File: src/cam_defines.svh
// register offsets, field positions, reset values and counts of the address mode decoder
`ifndef CAM_DEFINES_SVH
`define CAM_DEFINES_SVH

// ====================================================================
// register byte offsets (8-bit local address)
`define CAM_OFF_CTRL    8'h00
`define CAM_OFF_INSN    8'h04
`define CAM_OFF_PC      8'h08
`define CAM_OFF_INDEX   8'h0c
`define CAM_OFF_RESULT  8'h10
`define CAM_OFF_STATUS  8'h14
`define CAM_OFF_FLAGS   8'h18
`define CAM_OFF_ALU     8'h1c

// ====================================================================
// field positions
`define CAM_CTRL_START  0
`define CAM_CTRL_TAKEN  1
`define CAM_FLG_C       0
`define CAM_FLG_Z       1
`define CAM_FLG_N       2
`define CAM_FLG_I       3
`define CAM_FLG_H       4
`define CAM_STAT_LEN_LO 4
`define CAM_STAT_DONE   8

// ====================================================================
// reset values and counts
`define CAM_RST_FLAGS   5'h08
`define CAM_RST_WORD    32'h0000_0000
`define CAM_LEN_MAX     2'h3
`define CAM_RESP_OKAY   2'h0
`define CAM_RESP_DECERR 2'h3

`endif

File: src/cam_pkg.sv
// types shared by the address mode decoder files
package cam_pkg;

    // ================================================================
    // addressing modes
    typedef enum logic [3:0] {
        CAM_NO_OPERAND,
        CAM_LITERAL_OPERAND,
        CAM_DIRECT,
        CAM_FULL_ADDRESS,
        CAM_INDEX_NO_OFFSET,
        CAM_INDEX_BYTE_OFFSET,
        CAM_INDEX_WORD_OFFSET,
        CAM_BRANCH_OFFSET,
        CAM_BIT_SET_CLEAR,
        CAM_BIT_TEST_BRANCH
    } cam_mode_t;

    // decode result carried as one word
    typedef struct packed {
        cam_mode_t   mode;
        logic [1:0]  length;
        logic [15:0] effective_address;
        logic [15:0] next_pc;
    } cam_result_t;

    // flag register contents
    typedef struct packed {
        logic h;
        logic i;
        logic n;
        logic z;
        logic c;
    } cam_flags_t;

endpackage : cam_pkg

File: src/cam_core.sv
// address mode decoder with flag unit behind an axi4-lite register slave
`timescale 1ns/10ps
`include "cam_defines.svh"

// Overview of operation
// - ten addressing modes are decoded, with lengths from one to three bytes.
// - no-operand opcodes are one byte long and fetch nothing after the opcode.
// - literal operand mode gives address pc+1 and advances pc by two.
// - direct mode gives high byte zero and low byte the next byte, pc plus two.
// - full address mode joins the two next bytes high then low, pc plus three.
// - half carry takes the carry out of bit 3 for arithmetic that affects it.
// - the flag register holds negative, zero, carry, interrupt mask and half carry.
// - each flag an opcode defines is set if its condition holds, else cleared; others keep.
// - index no-offset mode addresses the index register with high byte zero, pc plus one.
// - index byte offset adds index and next byte, carry into high byte, pc plus two.
// - index word offset adds index to the next two bytes with carry, pc plus three.
// - a branch goes to pc+2 plus the signed offset when taken, else to pc+2.
module cam_core (
    input  wire logic        clk,      // 40 mhz clock
    input  wire logic        rst_b,    // async reset, active low
    input  wire logic [7:0]  awaddr,   // write address
    input  wire logic        awvalid,  // write address valid
    output wire logic        awready,  // write address ready
    input  wire logic [31:0] wdata,    // write data
    input  wire logic [3:0]  wstrb,    // write byte strobes
    input  wire logic        wvalid,   // write data valid
    output wire logic        wready,   // write data ready
    output logic      [1:0]  bresp,    // write response
    output logic             bvalid,   // write response valid
    input  wire logic        bready,   // write response ready
    input  wire logic [7:0]  araddr,   // read address
    input  wire logic        arvalid,  // read address valid
    output wire logic        arready,  // read address ready
    output logic      [31:0] rdata,    // read data
    output logic      [1:0]  rresp,    // read response
    output logic             rvalid,   // read data valid
    input  wire logic        rready    // read data ready
);

    // ================================================================
    // state
    logic [7:0]  awaddr_q, awaddr_d;
    logic [31:0] wdata_q, wdata_d, rdata_d;
    logic [3:0]  wstrb_q, wstrb_d;
    logic        aw_q, aw_d, w_q, w_d, bvalid_d, rvalid_d, start_q, start_d, done_q, done_d;
    logic [1:0]  bresp_d, rresp_d;
    logic [31:0] insn_q, insn_d, alu_q, alu_d;
    logic [15:0] pc_q, pc_d;
    logic [7:0]  index_q, index_d;
    logic        taken_q, taken_d, do_write;
    cam_pkg::cam_flags_t  flags_q, flags_d;
    cam_pkg::cam_result_t res_q, res_d, dec;

    // byte-lane merge, used by every writable register except control
    function automatic logic [31:0] merge(input logic [31:0] old, input logic [31:0] nw,
                                          input logic [3:0] strb);
        merge = old;
        for (int k = 0; k < 4; k++) begin
            if (strb[k]) begin
                merge[8*k +: 8] = nw[8*k +: 8];
            end
        end
    endfunction : merge

    function automatic logic mapped(input logic [7:0] a);
        mapped = (a[1:0] == 2'h0) && (a <= `CAM_OFF_ALU);
    endfunction : mapped

    assign awready  = !aw_q;
    assign wready   = !w_q;
    assign arready  = !rvalid;
    assign do_write = aw_q && w_q && !bvalid;

    cam_decode u_decode (
        .opcode (insn_q[7:0]),
        .byte1  (insn_q[15:8]),
        .byte2  (insn_q[23:16]),
        .pc     (pc_q),
        .index  (index_q),
        .taken  (taken_q),
        .result (dec)
    );

    logic [7:0] op_a, op_b;
    logic [8:0] sum9;
    logic [4:0] half5;
    logic [7:0] res8;
    logic       cin;

    // ================================================================
    // bus slave: address and data taken in either order, response after both
    always_comb begin
        awaddr_d = awaddr_q;
        wdata_d  = wdata_q;
        wstrb_d  = wstrb_q;
        aw_d     = aw_q;
        w_d      = w_q;
        bvalid_d = bvalid;
        bresp_d  = bresp;
        rvalid_d = rvalid;
        rresp_d  = rresp;
        rdata_d  = rdata;
        if (awvalid && awready) begin
            aw_d     = 1'b1;
            awaddr_d = awaddr;
        end
        if (wvalid && wready) begin
            w_d     = 1'b1;
            wdata_d = wdata;
            wstrb_d = wstrb;
        end
        if (bvalid && bready) begin
            bvalid_d = 1'b0;
        end
        if (do_write) begin
            aw_d     = 1'b0;
            w_d      = 1'b0;
            bvalid_d = 1'b1;
            bresp_d  = mapped(awaddr_q) ? `CAM_RESP_OKAY : `CAM_RESP_DECERR;
        end
        if (rvalid && rready) begin
            rvalid_d = 1'b0;
        end
        // read data captured at the address handshake, answered one cycle later
        if (arvalid && arready) begin
            rvalid_d = 1'b1;
            rresp_d  = mapped(araddr) ? `CAM_RESP_OKAY : `CAM_RESP_DECERR;
            case (araddr)
                `CAM_OFF_CTRL:   rdata_d = {30'h0, taken_q, 1'b0};
                `CAM_OFF_INSN:   rdata_d = insn_q;
                `CAM_OFF_PC:     rdata_d = {16'h0, pc_q};
                `CAM_OFF_INDEX:  rdata_d = {24'h0, index_q};
                `CAM_OFF_RESULT: rdata_d = {res_q.next_pc, res_q.effective_address};
                `CAM_OFF_STATUS: rdata_d = {23'h0, done_q, 2'h0, res_q.length, res_q.mode};
                `CAM_OFF_FLAGS:  rdata_d = {27'h0, flags_q};
                `CAM_OFF_ALU:    rdata_d = alu_q;
                default:         rdata_d = `CAM_RST_WORD;
            endcase
        end
    end

    // ================================================================
    // operand arithmetic for flag updates; operation from the low nibble
    always_comb begin
        op_a  = (insn_q[3:0] == 4'h3) ? index_q : alu_q[7:0]; // compare index uses index
        op_b  = alu_q[15:8];
        cin   = ((insn_q[3:0] == 4'h2) || (insn_q[3:0] == 4'h9)) ? flags_q.c : 1'b0;
        sum9  = {1'b0, op_a} + {1'b0, op_b} + {8'h00, cin};
        half5 = {1'b0, op_a[3:0]} + {1'b0, op_b[3:0]} + {4'h0, cin};
        case (insn_q[3:0])
            4'h0, 4'h1, 4'h2, 4'h3: begin
                sum9 = {1'b0, op_a} - {1'b0, op_b} - {8'h00, cin}; // bit 8 is borrow
                res8 = sum9[7:0];
            end
            4'h4, 4'h5: res8 = op_a & op_b;
            4'h6:       res8 = op_b;
            4'h7:       res8 = op_a;
            4'h8:       res8 = op_a ^ op_b;
            4'ha:       res8 = op_a | op_b;
            default:    res8 = sum9[7:0];
        endcase
    end

    // ================================================================
    // register writes, decode capture and flag update
    always_comb begin
        insn_d  = insn_q;
        pc_d    = pc_q;
        index_d = index_q;
        alu_d   = alu_q;
        taken_d = taken_q;
        flags_d = flags_q;
        res_d   = res_q;
        start_d = 1'b0;
        done_d  = done_q;
        if (do_write) begin
            case (awaddr_q)
                `CAM_OFF_CTRL: begin
                    if (wstrb_q[0]) begin
                        taken_d = wdata_q[`CAM_CTRL_TAKEN];
                        start_d = wdata_q[`CAM_CTRL_START];
                        done_d  = 1'b0;
                    end
                end
                `CAM_OFF_INSN:  insn_d  = merge(insn_q, wdata_q, wstrb_q);
                `CAM_OFF_PC:    pc_d    = 16'(merge({16'h0, pc_q}, wdata_q, wstrb_q));
                `CAM_OFF_INDEX: index_d = 8'(merge({24'h0, index_q}, wdata_q, wstrb_q));
                `CAM_OFF_FLAGS: flags_d = 5'(merge({27'h0, flags_q}, wdata_q, wstrb_q));
                `CAM_OFF_ALU:   alu_d   = merge(alu_q, wdata_q, wstrb_q);
                default: ;
            endcase
        end
        // start runs one cycle after the control write so decode sees settled registers;
        // hardware flag update wins over a flag write in the same cycle
        if (start_q) begin
            res_d  = dec;
            done_d = 1'b1;
            if (insn_q[7:4] >= 4'ha) begin
                if (insn_q[3:0] <= 4'hb) begin
                    flags_d.n = res8[7];
                    flags_d.z = (res8 == 8'h00);
                end
                if ((insn_q[3:0] <= 4'h3) || (insn_q[3:0] == 4'h9) || (insn_q[3:0] == 4'hb))
                begin
                    flags_d.c = sum9[8]; // carry or borrow
                end
                if ((insn_q[3:0] == 4'h9) || (insn_q[3:0] == 4'hb)) begin
                    flags_d.h = half5[4]; // carry out of bit 3
                end
            end else if (insn_q[7:4] == 4'h9) begin
                case (insn_q[3:0])
                    4'h8:    flags_d.c = 1'b0;
                    4'h9:    flags_d.c = 1'b1;
                    4'ha:    flags_d.i = 1'b0;
                    4'hb:    flags_d.i = 1'b1;
                    default: ; // other control opcodes leave flags alone
                endcase
            end
        end
    end

    // ================================================================
    // registers only
    always_ff @(posedge clk or negedge rst_b) begin
        if (!rst_b) begin
            awaddr_q <= 8'h00;
            wdata_q  <= `CAM_RST_WORD;
            wstrb_q  <= 4'h0;
            aw_q     <= 1'b0;
            w_q      <= 1'b0;
            bvalid   <= 1'b0;
            bresp    <= `CAM_RESP_OKAY;
            rvalid   <= 1'b0;
            rresp    <= `CAM_RESP_OKAY;
            rdata    <= `CAM_RST_WORD;
            insn_q   <= `CAM_RST_WORD;
            pc_q     <= 16'h0000;
            index_q  <= 8'h00;
            alu_q    <= `CAM_RST_WORD;
            taken_q  <= 1'b0;
            flags_q  <= `CAM_RST_FLAGS;
            res_q    <= '0;
            start_q  <= 1'b0;
            done_q   <= 1'b0;
        end else begin
            awaddr_q <= awaddr_d;
            wdata_q  <= wdata_d;
            wstrb_q  <= wstrb_d;
            aw_q     <= aw_d;
            w_q      <= w_d;
            bvalid   <= bvalid_d;
            bresp    <= bresp_d;
            rvalid   <= rvalid_d;
            rresp    <= rresp_d;
            rdata    <= rdata_d;
            insn_q   <= insn_d;
            pc_q     <= pc_d;
            index_q  <= index_d;
            alu_q    <= alu_d;
            taken_q  <= taken_d;
            flags_q  <= flags_d;
            res_q    <= res_d;
            start_q  <= start_d;
            done_q   <= done_d;
        end
    end
endmodule : cam_core

File: src/cam_decode.sv
// combinational opcode decoder: mode, length, effective address, next pc
`timescale 1ns/10ps
`include "cam_defines.svh"

module cam_decode (
    input  wire logic [7:0]          opcode, // instruction opcode
    input  wire logic [7:0]          byte1,  // first byte after opcode
    input  wire logic [7:0]          byte2,  // second byte after opcode
    input  wire logic [15:0]         pc,     // address of the opcode
    input  wire logic [7:0]          index,  // index register
    input  wire logic                taken,  // branch condition true
    output cam_pkg::cam_result_t     result  // decode result
);

    // ================================================================
    // mode from the upper nibble of the opcode; for upper nibble a the low nibble d picks branch
    function automatic cam_pkg::cam_mode_t mode_of(input logic [7:0] op);
        case (op[7:4])
            4'h0:    mode_of = cam_pkg::CAM_BIT_TEST_BRANCH;
            4'h1:    mode_of = cam_pkg::CAM_BIT_SET_CLEAR;
            4'h2:    mode_of = cam_pkg::CAM_BRANCH_OFFSET;
            4'h3:    mode_of = cam_pkg::CAM_DIRECT;
            4'h6:    mode_of = cam_pkg::CAM_INDEX_BYTE_OFFSET;
            4'h7:    mode_of = cam_pkg::CAM_INDEX_NO_OFFSET;
            4'ha:    mode_of = (op[3:0] == 4'hd) ? cam_pkg::CAM_BRANCH_OFFSET
                                                 : cam_pkg::CAM_LITERAL_OPERAND;
            4'hb:    mode_of = cam_pkg::CAM_DIRECT;
            4'hc:    mode_of = cam_pkg::CAM_FULL_ADDRESS;
            4'hd:    mode_of = cam_pkg::CAM_INDEX_WORD_OFFSET;
            4'he:    mode_of = cam_pkg::CAM_INDEX_BYTE_OFFSET;
            4'hf:    mode_of = cam_pkg::CAM_INDEX_NO_OFFSET;
            default: mode_of = cam_pkg::CAM_NO_OPERAND; // 4,5,8,9
        endcase
    endfunction : mode_of

    logic [8:0]  low_sum;
    logic [15:0] branch_target;

    // ================================================================
    // address arithmetic; bit modes decode only their direct byte
    always_comb begin
        low_sum       = {1'b0, index} + {1'b0, byte1};
        branch_target = pc + 16'h0002 + {{8{byte1[7]}}, byte1};
        result.mode   = mode_of(opcode);
        result.length = 2'h2;
        result.effective_address = {8'h00, byte1};
        case (result.mode)
            cam_pkg::CAM_NO_OPERAND: begin
                result.length = 2'h1; // opcode only, nothing fetched
                result.effective_address = pc;
            end
            cam_pkg::CAM_LITERAL_OPERAND: begin
                result.effective_address = pc + 16'h0001;
            end
            cam_pkg::CAM_FULL_ADDRESS: begin
                result.length = `CAM_LEN_MAX;
                result.effective_address = {byte1, byte2};
            end
            cam_pkg::CAM_INDEX_NO_OFFSET: begin
                result.length = 2'h1;
                result.effective_address = {8'h00, index};
            end
            cam_pkg::CAM_INDEX_BYTE_OFFSET: begin
                result.effective_address = {7'h00, low_sum}; // carry is high byte
            end
            cam_pkg::CAM_INDEX_WORD_OFFSET: begin
                result.length = `CAM_LEN_MAX;
                result.effective_address = {byte1, byte2} + {8'h00, index};
            end
            cam_pkg::CAM_BRANCH_OFFSET: begin
                // an untaken branch points at the next opcode, never at the offset target
                result.effective_address = taken ? branch_target : pc + 16'h0002;
            end
            cam_pkg::CAM_BIT_TEST_BRANCH: begin
                result.length = `CAM_LEN_MAX;
            end
            default: begin
                result.length = 2'h2; // direct and bit set/clear
            end
        endcase
        // lengths 1..3 bytes
        if ((result.mode == cam_pkg::CAM_BRANCH_OFFSET) && taken) begin
            result.next_pc = branch_target;
        end else begin
            result.next_pc = pc + {14'h0000, result.length};
        end
    end

endmodule : cam_decode

File: config.mk
export PLATFORM = sky130hd
export DESIGN_NAME = cam_core
export DESIGN_NICKNAME = d
export VERILOG_FILES = /design/src/cam_pkg.sv /design/src/cam_core.sv /design/src/cam_decode.sv
export VERILOG_INCLUDE_DIRS = /design/src
export SDC_FILE = /design/constraint.sdc
export NUM_CORES = 1
export LEC_CHECK = 0
export BUFFER_PORTS_ARGS = -buffer_cell sky130_fd_sc_hd__buf_4
export CORE_AREA = 5 5 157 159
export DETAILED_ROUTE_END_ITERATION = 8
export DIE_AREA = 0 0 162 164
export PLACE_DENSITY = 0.78
export SLEW_MARGIN = 15
export SYNTH_ARGS = -nofsm -noshare
export SYNTH_HDL_FRONTEND = slang
export SYNTH_SLANG_ARGS = --single-unit
export TNS_END_PERCENT = 10
File: constraint.sdc
create_clock -name clk -period 4.1 [get_ports clk]
set_input_delay 0.82 -clock clk [delete_from_list [all_inputs] [get_ports clk]]
set_output_delay 0.82 -clock clk [all_outputs]
set_load 0.01 [all_outputs]
==> results.py <==
metrics = {
    "status": {
        "status": "finished with violations",
        "violations": "DRC",
    },
    "setup_path": {
        "cp_cell_sequence": "nor4bb_2 -> buf_4 -> mux2i_1 -> inv_1 -> fa_1 -> fa_1 -> o21ai_0 -> a211oi_1 -> a311oi_1 -> xnor2_1 -> nor3_1 -> o32ai_1 -> o21ai_0",
        "reg2reg_to": "flags_q[0]$_DFF_PN0_",
        "critPathMaxFanout": 11,
        "rr_worst_depth": 13,
        "critical_path.top_delay_family": "compound AO/OA/AOI/OAI gates",
        "rrSetupSlack_ns": 0.31,
        "critPathKind": "flip-flop to flip-flop",
        "cp.required_ns": 4.47,
        "path_depth": 13,
        "timing.rr.start": "insn_q[0]$_DFFE_PN0P_",
        "cpPeakStageDelay_ns": 0.53,
        "startpoint_type": "flip-flop",
        "arrival_ns": 4.16,
        "cp-end-kind": "flip-flop",
        "cp_num_buf_inv": 2,
        "cp_slowest_cell": "dfrtp_1",
    },
    "global_routing": {
        "grt_pass1_vias": 11668,
        "grt_usage": 0.3163,
        "gr-total-overflow": 0,
        "antenna_found_initial": 0,
        "grt_pass1_wl_mm": 66.06,
        "grt_max_degree": 111,
    },
    "logic_synthesis": {
        "ys_seq_area_frac": 0.3992,
        "synthTopCellsByCount": "215 x dfrtp_1, 115 x nand2_1, 106 x mux2_2",
        "syn_area_per_cell_um2": 9.750,
        "yosysTopAreaCellShare": 0.3973,
        "synth_nets": 1519,
        "syn_inst": 1389,
        "synth_area_leaders": "dfrtp_1 40%, mux2_2 8.8%, ha_1 5.8%, nand2_1 3.2%, a21oi_1 3.1%",
        "synth_area_leader_cell": "dfrtp_1",
        "synth_edf_count": 0,
        "yosysMostFrequentCell": "dfrtp_1",
        "synthArstFlopShare": 1.000,
        "ys_seq_elements": 216,
        "synth_cell_type_count": 83,
        "yosys_warnings": 0,
        "synth_area_mm2": 0.01354,
        "synth_flop_cell": "dfrtp_1",
    },
    "floorplan": {
        "core_area_mm2": 0.02312,
        "dieArea_mm2": 0.02657,
        "die_w_um": 162,
        "die_height_um": 164,
        "fp-row-count": 56,
        "initial_core_util": 0.5857,
        "io_pins": 100,
    },
    "flow_run": {
        "max_cap_viol_count": 0,
    },
    "pwr": {
        "power_frac_seq": 0.437,
        "fin_total_pwr_mw": 6.895,
        "p_per_area_mw_per_mm2": 447.6,
        "p_comb_frac": 0.269,
        "p_clk_frac": 0.293,
        "p_int_mw": 4.526,
        "swShare": 0.3436,
        "peakVddDrop_mv": 0.3324,
        "leakagePower_nw": 7.022,
        "switchingPower_mw": 2.369,
    },
    "clocking": {
        "cts_tree": "done",
        "cts_resized": 0,
        "cts_setup_buffers": 0,
        "clk_pin_slew_ns": 0.06,
        "cts.sinks": 216,
        "numCtsBuffers": 24,
        "cts_buffer_depth": 3,
        "clock_latency_ns": 0.54,
        "htreeDepth": 1,
        "ctsHoldBuffers": 0,
        "cts_root_buf": "clkbuf_16",
    },
    "detailed_routing": {
        "drt_first_iter_violations": 1545,
        "wl_per_cell_um": 24.01,
        "vias_per_cell": 6.778,
        "drc": 2,
        "num_vias": 12025,
        "detail-route-antenna-nets": 0,
        "drt-total-wl_mm": 42.60,
        "firstDrtPassIters": 9,
    },
    "sta": {
        "worst_pin_slew_ns": 1.064,
        "finalCritPeriodShare": 0.9236,
        "hold_viol": 0,
        "final_max_slew_viol_count": 0,
        "slew_headroom": 0.2896,
        "setup_tns_ns": 0,
        "fin_crit_ns": 3.787,
        "clock_skew_ns": 0.02561,
        "whs_ns": 0.3310,
        "worst_slack_ns": 0.3133,
        "setup_viol": 0,
        "timing.fmax_mhz": 264.1,
        "rsz0062_at_grt": "no",
    },
    "place": {
        "dp_hpwl_mm": 31.04,
        "gp_congestion": 1.069,
        "pre_cts_ws_ns": 0.3927,
        "portBuffers": 99,
    },
    "final_layout": {
        "drive_gt1_frac": 0.2028,
        "nFillCells": 1833,
        "area_growth_syn_to_layout_pct": 13.74,
        "utilization": 0.6662,
        "fin_nets": 1602,
        "insertedDiodeCount": 0,
    },
    "hold_path": {
        "hp-class": "input pin to asynchronous set/reset pin",
    },
}
-- routing by layer --
metal / wire length, um / global-route usage
met1: 16770 / 0.4319
met2: 17970 / 0.4665
met3: 5315 / 0.09134
met4: 2549 / 0.1507
met5: 0 / 0
-- per-stage QoR --
stage	instances	cell area (um2)
final	1774	15400
after global routing	1774	15400
after CTS	1774	15400
after detailed placement	1736	14680
after global placement	1736	14680
after floorplan	1389	13540
-- final cells by class --
class	instances	area, um2	share of cell area
Clock inverter	10	93.84	0.006092
Multi-Input combinational cell	1031	7611	0.4941
Tap cell	290	362.8	0.02356
Inverter	56	210.2	0.01365
Clock buffer	28	625.6	0.04061
Timing Repair Buffer	143	1094	0.07099
Sequential cell	216	5406	0.3510
-- cells in the final DEF (no fill, tap or decap), types with 22 or more instances in the layout --
cell type and instances:
dfrtp_1 215, buf_4 141, nand2_1 114, mux2_2 106, a21oi_1 85, nor2_1 67
o21ai_0 63, ha_1 63, inv_1 53, xnor2_1 40, mux2_1 29, nor3_1 28
nand3_1 28, o21ai_1 27, clkbuf_16 24, a21o_1 23, a22o_1 22
-- registers in the layout, indices dropped and copies added (netlist names), 4 cells and up --
name,flops
alu_q,32
flags_q,5
wdata_q,32
index_q,8
rdata,32
insn_q,32
awaddr_q,8
res_q,38
wstrb_q,4
pc_q,16
-- power by group through the flow --
| stage | Clock [mW] | Sequential (mW) | Combinational (mW) |
|---|---|---|---|
| 2_1_floorplan | 0 | 2.78 | 1.37 |
| 3_3_place_gp | 0 | 3.01 | 1.77 |
| 3_5_place_dp | 0 | 3.03 | 1.81 |
| 4_1_cts | 2.05 | 2.99 | 1.82 |
| 5_1_grt | 2.14 | 3.05 | 2.03 |
| 6_report | 2.02 | 3.02 | 1.86 |
-- worst max path at each step --
stage	slack (ns)	start	end
floorplan	0.42	insn_q[0]$_DFFE_PN0P_	flags_q[0]$_DFF_PN0_
global placement	0.49	insn_q[0]$_DFFE_PN0P_	flags_q[0]$_DFF_PN0_
detailed placement	0.39	insn_q[0]$_DFFE_PN0P_	flags_q[0]$_DFF_PN0_
CTS	0.37	insn_q[0]$_DFFE_PN0P_	flags_q[0]$_DFF_PN0_
global route	0.09	insn_q[0]$_DFFE_PN0P_	flags_q[1]$_DFF_PN0_
finish	0.31	insn_q[0]$_DFFE_PN0P_	flags_q[0]$_DFF_PN0_
-- cell families after synthesis --
kind of cell | synth area share
xor+xnor | 0.03945
fa+ha+maj | 0.07077
simple gates | 0.1288
buf+inv | 0.04120
compound gates | 0.1965
mux | 0.1241
flops | 0.3992
Note: power is estimated with default switching activity, not from simulation.
